==> src/status_report_pkg.sv <==
package status_report_pkg;

  // Register byte addresses on the APB
  localparam logic [7:0] SYSCTL_ADDR = 8'h00;
  localparam logic [7:0] STATREP_ADDR = 8'h04;
  localparam logic [7:0] SILO_LEVEL_ADDR = 8'h08;

  // Field positions in the system control word
  localparam int BIT_FLAG_WE = 9;
  localparam int BIT_OVF = 10;
  localparam int BIT_MCLR = 11;
  localparam int BIT_OVF_IE = 12;
  localparam int BIT_STAT_IE = 13;
  localparam int BIT_STAT_FLAG = 15;

  // Sizes and reset values
  localparam int SILO_DEPTH = 64;
  localparam logic [15:0] SYSCTL_RESET = 16'h0000;
  // Bits 4, 5, 8 and 14 survive a master clear
  localparam logic [15:0] MCLR_MASK = 16'hbecf;

  // Entry pushed by the microprocessor into the status silo
  typedef struct packed {
    logic valid;
    logic [15:0] data;
  } status_entry_t;

  // Side effects towards the neighbouring registers
  typedef struct packed {
    logic clear_ric;
    logic clear_lcr;
    logic flush_rx_silo;
  } master_clear_t;

endpackage

==> src/status_report_irq_control.sv <==
// The APB slave port and the register addresses were left to the implementer.
`timescale 1ns/1ps

// Behaviour
// - Overflow flag sets when the microprocessor finds the status silo full, unless a host read pops the silo in the same cycle.
// - Status silo holds 64 entries; overflow when a further entry arrives while all 64 are unread.
// - Overflow flag requests an interrupt only with its enable set.
// - Master clear clears listed control bits plus neighbour and silo-head flags.
// - Master clear flushes the received character silo and then self-clears.
// - Status flag requests an interrupt only with its enable set.
// - Status flag sets on every microprocessor entry written into the silo.
// - Host read of the status report register clears the status flag.
// - Status flag is host-writable only while flag write enable is set.
// - Reset clears overflow, both enables and the status flag.
module status_report_irq_control #(
  parameter int DEPTH = status_report_pkg::SILO_DEPTH
) (
  // APB slave
  input wire logic pclk,
  input wire logic presetn,
  input wire logic psel,
  input wire logic penable,
  input wire logic pwrite,
  input wire logic [7:0] paddr,
  input wire logic [31:0] pwdata,
  output logic [31:0] prdata,
  output logic pready,
  output logic pslverr,
  // Microprocessor status entries
  input wire status_report_pkg::status_entry_t status_push,
  // Side effects and interrupt
  output status_report_pkg::master_clear_t master_clear,
  output logic irq_vector_b
);
  import status_report_pkg::*;

  typedef struct packed {
    logic [15:0] ctl;
    logic [31:0] rdata;
    logic ready;
    logic err;
    master_clear_t mc;
    logic irq;
  } ctl_state_t;

  ctl_state_t st;
  ctl_state_t next_st;
  logic [15:0] silo_head;
  logic [$clog2(DEPTH):0] silo_level;
  logic silo_full;
  logic silo_pop;
  logic silo_flush;

  ////////////////////////////////////////////////////////////////
  // Status silo, popped by host reads of the status report register
  status_silo #(.DEPTH(DEPTH)) u_silo (
    .pclk(pclk),
    .presetn(presetn),
    .flush(silo_flush),
    .push(status_push),
    .pop(silo_pop),
    .head(silo_head),
    .level(silo_level),
    .full(silo_full)
  );

  logic access;
  logic rd_stat;
  logic wr_ctl;
  assign access = psel && penable && !st.ready;
  assign rd_stat = access && !pwrite && paddr == STATREP_ADDR;
  assign wr_ctl = access && pwrite && paddr == SYSCTL_ADDR;
  assign silo_pop = rd_stat;
  assign silo_flush = st.mc.clear_lcr; // Whole status silo flushed with the clear

  ////////////////////////////////////////////////////////////////
  // One wait state: ready rises the cycle after access begins
  always_comb begin
    next_st = st;
    next_st.ready = access;
    next_st.err = 1'b0;
    next_st.mc = '0;
    if (access) begin
      next_st.rdata = 32'h0000_0000;
      unique case (paddr)
        SYSCTL_ADDR: next_st.rdata = {16'h0000, st.ctl};
        STATREP_ADDR: next_st.rdata = {16'h0000, silo_head};
        SILO_LEVEL_ADDR: next_st.rdata = 32'(silo_level);
        default: next_st.err = 1'b1;
      endcase
    end
    // Host writes; flag bit only while its write enable is set
    if (wr_ctl) begin
      next_st.ctl[BIT_FLAG_WE] = pwdata[BIT_FLAG_WE];
      next_st.ctl[BIT_OVF] = pwdata[BIT_OVF];
      next_st.ctl[BIT_OVF_IE] = pwdata[BIT_OVF_IE];
      next_st.ctl[BIT_STAT_IE] = pwdata[BIT_STAT_IE];
      next_st.ctl[8:0] = pwdata[8:0];
      if (st.ctl[BIT_FLAG_WE]) begin
        next_st.ctl[BIT_STAT_FLAG] = pwdata[BIT_STAT_FLAG];
      end
      next_st.ctl[BIT_MCLR] = pwdata[BIT_MCLR];
    end
    // Read of status report register clears the flag
    if (rd_stat) begin
      next_st.ctl[BIT_STAT_FLAG] = 1'b0;
    end
    // Master clear acts one cycle after being written, then self-clears
    if (st.ctl[BIT_MCLR]) begin
      next_st.ctl = st.ctl & ~MCLR_MASK;
      next_st.ctl[BIT_STAT_FLAG] = 1'b0;
      next_st.mc = '{clear_ric: 1'b1, clear_lcr: 1'b1, flush_rx_silo: 1'b1};
    end
    // Hardware sets win over clears
    if (status_push.valid) begin
      next_st.ctl[BIT_STAT_FLAG] = 1'b1;
      if (silo_full && !silo_pop) begin
        next_st.ctl[BIT_OVF] = 1'b1;
      end
    end
    next_st.ctl[14] = 1'b0;
    next_st.irq = (next_st.ctl[BIT_OVF] && next_st.ctl[BIT_OVF_IE]) ||
      (next_st.ctl[BIT_STAT_FLAG] && next_st.ctl[BIT_STAT_IE]);
  end

  always_ff @(posedge pclk or negedge presetn) begin
    if (!presetn) begin
      st <= '0;
      st.ctl <= SYSCTL_RESET;
    end else begin
      st <= next_st;
    end
  end

  assign prdata = st.rdata;
  assign pready = st.ready;
  assign pslverr = st.err;
  assign master_clear = st.mc;
  assign irq_vector_b = st.irq;
endmodule

==> src/status_silo.sv <==
`timescale 1ns/1ps
module status_silo #(
  parameter int DEPTH = status_report_pkg::SILO_DEPTH
) (
  // Clock and reset
  input wire logic pclk,
  input wire logic presetn,
  // Control
  input wire logic flush,
  input wire status_report_pkg::status_entry_t push,
  input wire logic pop,
  // Status
  output logic [15:0] head,
  output logic [$clog2(DEPTH):0] level,
  output logic full
);
  import status_report_pkg::*;

  localparam int AW = $clog2(DEPTH);

  typedef struct packed {
    logic [DEPTH-1:0][15:0] mem;
    logic [AW-1:0] rd;
    logic [AW-1:0] wr;
    logic [AW:0] cnt;
  } silo_state_t;

  silo_state_t st;
  silo_state_t next_st;
  logic do_push;
  logic do_pop;

  ////////////////////////////////////////////////////////////////
  // Push refused when full; pop ignored when empty
  always_comb begin
    next_st = st;
    do_pop = pop && st.cnt != '0;
    do_push = push.valid && (st.cnt != (AW+1)'(DEPTH));
    if (do_push) begin
      next_st.mem[st.wr] = push.data;
      next_st.wr = st.wr + AW'(1);
    end
    if (do_pop) begin
      next_st.rd = st.rd + AW'(1);
    end
    next_st.cnt = st.cnt + (AW+1)'(do_push) - (AW+1)'(do_pop);
    if (flush) begin
      next_st.rd = '0;
      next_st.wr = '0;
      next_st.cnt = '0;
    end
  end

  always_ff @(posedge pclk or negedge presetn) begin
    if (!presetn) begin
      st <= '0;
    end else begin
      st <= next_st;
    end
  end

  assign head = st.cnt != '0 ? st.mem[st.rd] : 16'h0000;
  assign level = st.cnt;
  assign full = st.cnt == (AW+1)'(DEPTH);

endmodule

==> config.mk <==
export PLATFORM = sky130hd
export DESIGN_NAME = status_report_irq_control
export DESIGN_NICKNAME = d
export VERILOG_FILES = /design/src/status_report_pkg.sv /design/src/status_report_irq_control.sv /design/src/status_silo.sv
export SDC_FILE = /design/constraint.sdc
export NUM_CORES = 2
export LEC_CHECK = 0
export BUFFER_PORTS_ARGS = -buffer_cell sky130_fd_sc_hd__buf_2
export CAP_MARGIN = 20
export CORE_ASPECT_RATIO = 1.2
export CORE_MARGIN = 4
export CORE_UTILIZATION = 59
export CTS_BUF_LIST = sky130_fd_sc_hd__clkbuf_8
export CTS_CLUSTER_DIAMETER = 40
export DETAILED_ROUTE_END_ITERATION = 8
export GPL_TIMING_DRIVEN = 0
export PLACE_DENSITY = 0.79
export SYNTH_ARGS = -nofsm -noshare
export SYNTH_HDL_FRONTEND = slang
export SYNTH_SLANG_ARGS = --single-unit
==> constraint.sdc <==
create_clock -name pclk -period 3.5 [get_ports pclk]
set_clock_uncertainty 0.05 [all_clocks]
set_input_delay 0.35 -clock pclk [delete_from_list [all_inputs] [get_ports pclk]]
set_output_delay 0.35 -clock pclk [all_outputs]
set_load 0.005 [all_outputs]
# Yosys cells after proc, flatten, opt, wreduce, memory -nomap -nowiden
# Cells that the tools add are included.
[classes]
addsub = 4
mul = 0
div = 0
magnitude_cmp = 3
eq_ne = 4
shifts = 0
muxes = 21
n_bitwise = 1
n_reduce_logical = 23
[op_table]
columns = ["operator", "n"]
rows = [
  ["$bwmux 1024", 1],
  ["$bmux 16 s6", 1],
  ["$demux 16 s6", 1],
  ["$mux 16", 4],
  ["$pmux 16 s3", 1],
  ["$mux 19", 1],
  ["$lt 6x7->1 const B", 2],
  ["$mux 14", 1],
  ["$add 6x1->6 const B", 2],
  ["$logic_and 1x1->1", 12],
  ["$mux 6", 2],
  ["$eq 8x3->1 const B", 1],
  ["$eq 8x4->1 const B", 1],
  ["$logic_not 8->1", 1],
  ["$mux 1", 8],
  ["$add 7x1->7", 1],
  ["$eq 7x7->1 const B", 1],
  ["$ne 7x7->1 const B", 1],
  ["$reduce_bool 7->1", 1],
  ["$sub 7x1->7", 1],
  ["$ge 6x1->1 const B", 1],
  ["$reduce_bool 2->1", 3],
  ["$logic_not 1->1", 3],
  ["$mux 3", 1],
  ["4 further kinds", 4],
]
[word_totals]
ff_bits = 1096
latch_bits = 0
ram_bits = 0
mem_bits_ro = 0
input_bits = 62
out_inout_bits = 38
elab_cells = 133
memories = 0

# Depth between registers and ports, before layout
[depth]
ltp_word = 11
depth_mapped = 15
depth_no_buf = 15

# Hierarchy
# Synthesis repeated with hierarchy kept, for this count alone.
[hier_totals]
cells_unflattened = 3414
hier_area_um2 = 50552.2
[by_module_without_submodules]
columns = ["mod", "n_inst", "cells_each", "area_each_um2", "seq_area_each_um2"]
rows = [
  ["status_silo", 1, 3221, 48625.4, 26100.0],
  ["status_report_irq_control", 1, 193, 1926.8, 875.8],
]

# Worst setup path before layout
# No wires, ideal clock.
[synth_path]
kind = "register to register"
start = "register u_silo.st (netlist bit u_silo.level[5])"
end = "register u_silo.st (netlist bit u_silo.level[6])"
setup_time_ps = 78
t_arrival_ps = 3160
required_ps = 3372
slack_ps = 212
stages_incl_launch_ff = 16
path_buffers = 0
period_less_slack_ps = 3288
cell_sequence = "dfrtp_1 inv_1 ha_1 nor4bb_1 nor2b_1 nor4_1 ha_1 inv_1 ha_1 fa_1 a21oi_1 o21bai_1 a21oi_1 nor2_1 or3_1 a21oi_1"
[synth_lines]
columns = ["element", "line_no", "source"]
rows = [
  ["start, declared", "status_silo.sv:28", "silo_state_t st;"],
  ["start signal, assigned", "status_silo.sv:58", "st <= next_st;"],
]

# Final worst setup path
[layout_path]
start = "register u_silo.st[14] (netlist name)"
end = "register st (netlist bit prdata[15])"
[layout_via]
elab_chain_len = 4
[layout_rtl]
columns = ["element", "line_no", "source"]
rows = [
  ["$bmux 16 s6", "status_silo.sv:62", "assign head = st.cnt != '0 ? st.mem[st.rd] : 16'h0000;"],
  ["$mux 16 (not written as such)", "status_silo.sv:62", ""],
  ["$mux 16", "status_silo.sv:62", ""],
  ["$pmux 16 s3", "status_report_irq_control.sv:85", "unique case (paddr)"],
  ["end signal, assigned", "status_report_irq_control.sv:131", "st <= next_st;"],
  ["end, declared", "status_report_irq_control.sv:46", "ctl_state_t st;"],
]
# Every way passes these cells. The select of a mux whose other input is x is not followed.
# A chain may end at the register's enable or synchronous reset.

==> results.toml <==
[logic_synthesis]
synth_top_area_frac = 0.546
synth-async-reset-ratio = 1.00
synthTopCellsByArea = "dfrtp_1, mux2_2, mux4_2"
yosysSeqAreaShare = 0.546
yosys_most_used_dff = "dfrtp_1"
synth.avg_cell_area_um2 = 14.8
synth-seq-cells = 1078
yosys.area.top_type = "dfrtp_1"
synth_edf_count = 0
synth_warnings = 0
syn_inst = 3351
syn_area_mm2 = 0.0494
yosysUniqueCellTypes = 60

[setup_path]
r2r_end = "prdata[15]"
cp_max_fo = 10
worstSetupEndpointType = "flip-flop"
crit_path_start_kind = "flip-flop"
required_ns = 4.17
rrSetupSlack_ns = -0.04
crit_type = "flip-flop to flip-flop"
cp.arrival_ns = 4.22
r2r_start = "u_silo.st[14]"
rr_worst_depth = 7

[pwr]
p_clk_frac = 0.307
power.total_mw = 35.2
p_leak_nw = 25.8
p_comb_frac = 0.202
internal_power_mw = 25.4
p_sw_frac = 0.279
seqPwrFrac = 0.491
p_sw_mw = 9.84
power_density_mw_per_mm2 = 634
ir_drop_uv = 380

[global_route]
grt_max_degree = 159
antenna_found_initial = 3
grt_usage = 0.320
grt_pass1_wl_um = 209000
globalRouteOverflowTotal = 0
grt_pass1_vias = 32200

[floorplanning]
die_h_um = 325
core_mm2 = 0.0833
fp.dieW_um = 272
start_util = 0.594
num_io_pins = 100
die_area_mm2 = 0.0885
rows = 116

[sta]
maxClockFrequency_ghz = 0.282
setup_viol = 1
whs_ns = 0.0379
slew_violations = 0
fin_crit_sh = 1.01
period_needed_ns = 3.54
grt_setup_unrepaired = "true"
final.setup.worst_slack_ns = -0.0421
hold_viol_final = 0
slew_headroom = 0.255
worst_slew_pin_slew_ns = 1.12

[placement]
dpl-instance-area_mm2 = 0.0514
dpl.hpwl_um = 100000
pre_cts_ws_ns = -0.387
gp_routability_congestion = 0.960
port_buffers = 50

[detailed_routing]
vias = 31500
drtPass1Iterations = 5
vias_per_cell = 6.43
dr.first_iter.drc_count = 3356
wl_per_cell_um = 28.9
drt-total-wl_um = 142000
ant_nets = 0
drc_errors = 0

[outcome]
violations = "setup timing"
status = "finished with violations"

[cts]
cts_tree = "done"
cts_max_path_buffers = 3
clk_pin_slew_worst_paths_ns = 0.06
root_buffer = "clkbuf_8"
clock-sinks = 1078
cts_buffers = 170
cts_htree_levels = 4
insertion_delay_ns = 0.86

[cells_and_area]
finalNetCount = 3715
areaGrowthSynthToFinish_pct = 12.4
fin_util = 0.667
drive_gt1_frac = 0.460
final_cell_area_mm2 = 0.0556

[min_path]
hold_class = "input pin to async pin"

[flow_run]
drv_cap = 0
==> worst max-delay path by stage <==
| stage | from | endpoint | depth (start not counted) |
|---|---|---|---|
| finish | u_silo.st[14] | prdata[15] | 7 |
| floorplan | u_silo.level[5] | u_silo.level[6] | 15 |
| CTS | u_silo.level[4] | u_silo.level[6] | 15 |
| detailed placement | u_silo.st[14] | prdata[15] | 8 |
| global route | u_silo.level[2] | u_silo.level[6] | 15 |
| global placement | presetn | u_silo.st[948] | 1 |
==> Yosys cell counts (all sizes together), types with 4 or more instances <==
cell and instances:
dfrtp 1078, mux2 1031, mux4 195, clkbuf 187, mux2i 179, buf 152, nand2 102, nor2 56
o21ai 48, a21oi 46, o22ai 31, o221ai 30, a22oi 29, nand3 29, a211oi 22, nand4 20
inv 13, ha 11, xor2 8, nor2b 6, nor4 6, xnor2 6, a22o 5, o211ai 5
or3 5, a211o 4, nand3b 4, nor3 4, o311ai 4
==> layer usage <==
layer | vias to the layer above | part of all wire | global-route usage
met5 | - | 0 | 0
met4 | 0 | 0.050 | 0.145
met3 | 390 | 0.086 | 0.0751
met2 | 1535 | 0.48 | 0.508
met1 | 16600 | 0.39 | 0.426
li1 | 12900 | - | -
==> power groups by stage <==
stage	registers (mW)	logic, mW	clock network, mW
2_1_floorplan	16.8	5.30	0
3_3_place_gp	17.3	6.61	0
3_5_place_dp	17.4	6.92	0
4_1_cts	17.2	7.03	10.9
5_1_grt	17.6	7.66	11.4
6_report	17.3	7.12	10.8
==> state kept, by name (all words and copies together), names as in the netlist <==
| signal | count |
|---|---|
| silo_flush | 1 |
| u_silo.level | 7 |
| st | 15 |
| prdata | 16 |
| pready | 1 |
| u_silo.st | 1036 |
| pslverr | 1 |
| irq_vector_b | 1 |
==> cell type report <==
| cell class | count | area [um^2] |
|---|---|---|
| fill | 5870 | 27800 |
| sequential | 1078 | 27000 |
| multi-input combinational | 1936 | 21100 |
| clock buffer | 213 | 2930 |
| buffer | 338 | 1610 |
| tap | 1121 | 1400 |
| timing repair buffer | 104 | 916 |
| clock inverter | 90 | 519 |
| inverter | 13 | 48.8 |
| antenna | 3 | 7.51 |
==> repair_timing <==
item / 4_1_cts / 5_1_grt
setup endpoints to repair: 338 / 279
hold endpoints to repair: 126 / 0
gates resized for setup: 52 / 58
pin swaps: 0 / 2
buffers inserted: 2 / 4
hold buffers: 36 / 0
==> cell usage in the layout (no fill, tap or decap), drive strengths merged, types with 5 or more instances in the layout <==
cell type and count:
dlygate4sd3 36, a22oi 29, mux4 195, inv 80, dfrtp 1078, clkbuf 406
clkinvlp 7, conb 16, o211ai 5, a211oi 22, nor4 6, clkinv 13
nor2b 6, nor2 56, xor2 8, o221ai 30, mux2 1031, buf 212
a22o 5, xnor2 6, nand3 29, nand4 20, mux2i 179, or3 5
o21ai 48, nand2 102, a21oi 46, o22ai 31, ha 11
==> metrics by stage <==
stage / setup TNS (ns) / std cells
global route: -0.0608 / 4895
global placement: - / 4537
detailed placement: -19.69 / 4549
CTS: -8.35 / 4889
floorplan: 0 / 3366
finish: -0.0421 / 4896
==> cell families (layout without fill, tap and decap cells) <==
| logic type | Yosys count | in the layout | synth area share |
|---|---|---|---|
| xor+xnor | 14 | 14 | 0.00248 |
| simple gates | 259 | 259 | 0.0263 |
| mux | 1405 | 1405 | 0.360 |
| buf+inv | 352 | 758 | 0.0321 |
| flops | 1078 | 1078 | 0.546 |
| other cells | 1 | 19 | 0.0000758 |
| compound gates | 230 | 230 | 0.0305 |
| fa+ha+maj | 12 | 12 | 0.00319 |
==> worst max-delay path, stage by stage, from the launching register on <==
cell and delay, ns:
dfrtp_1 0.48, buf_2 0.36, buf_2 0.47, clkbuf_1 0.86
mux4_2 0.46, a22o_1 0.21, o211ai_1 0.36, nand3_1 0.12
Power figures use the tool's default switching activity.
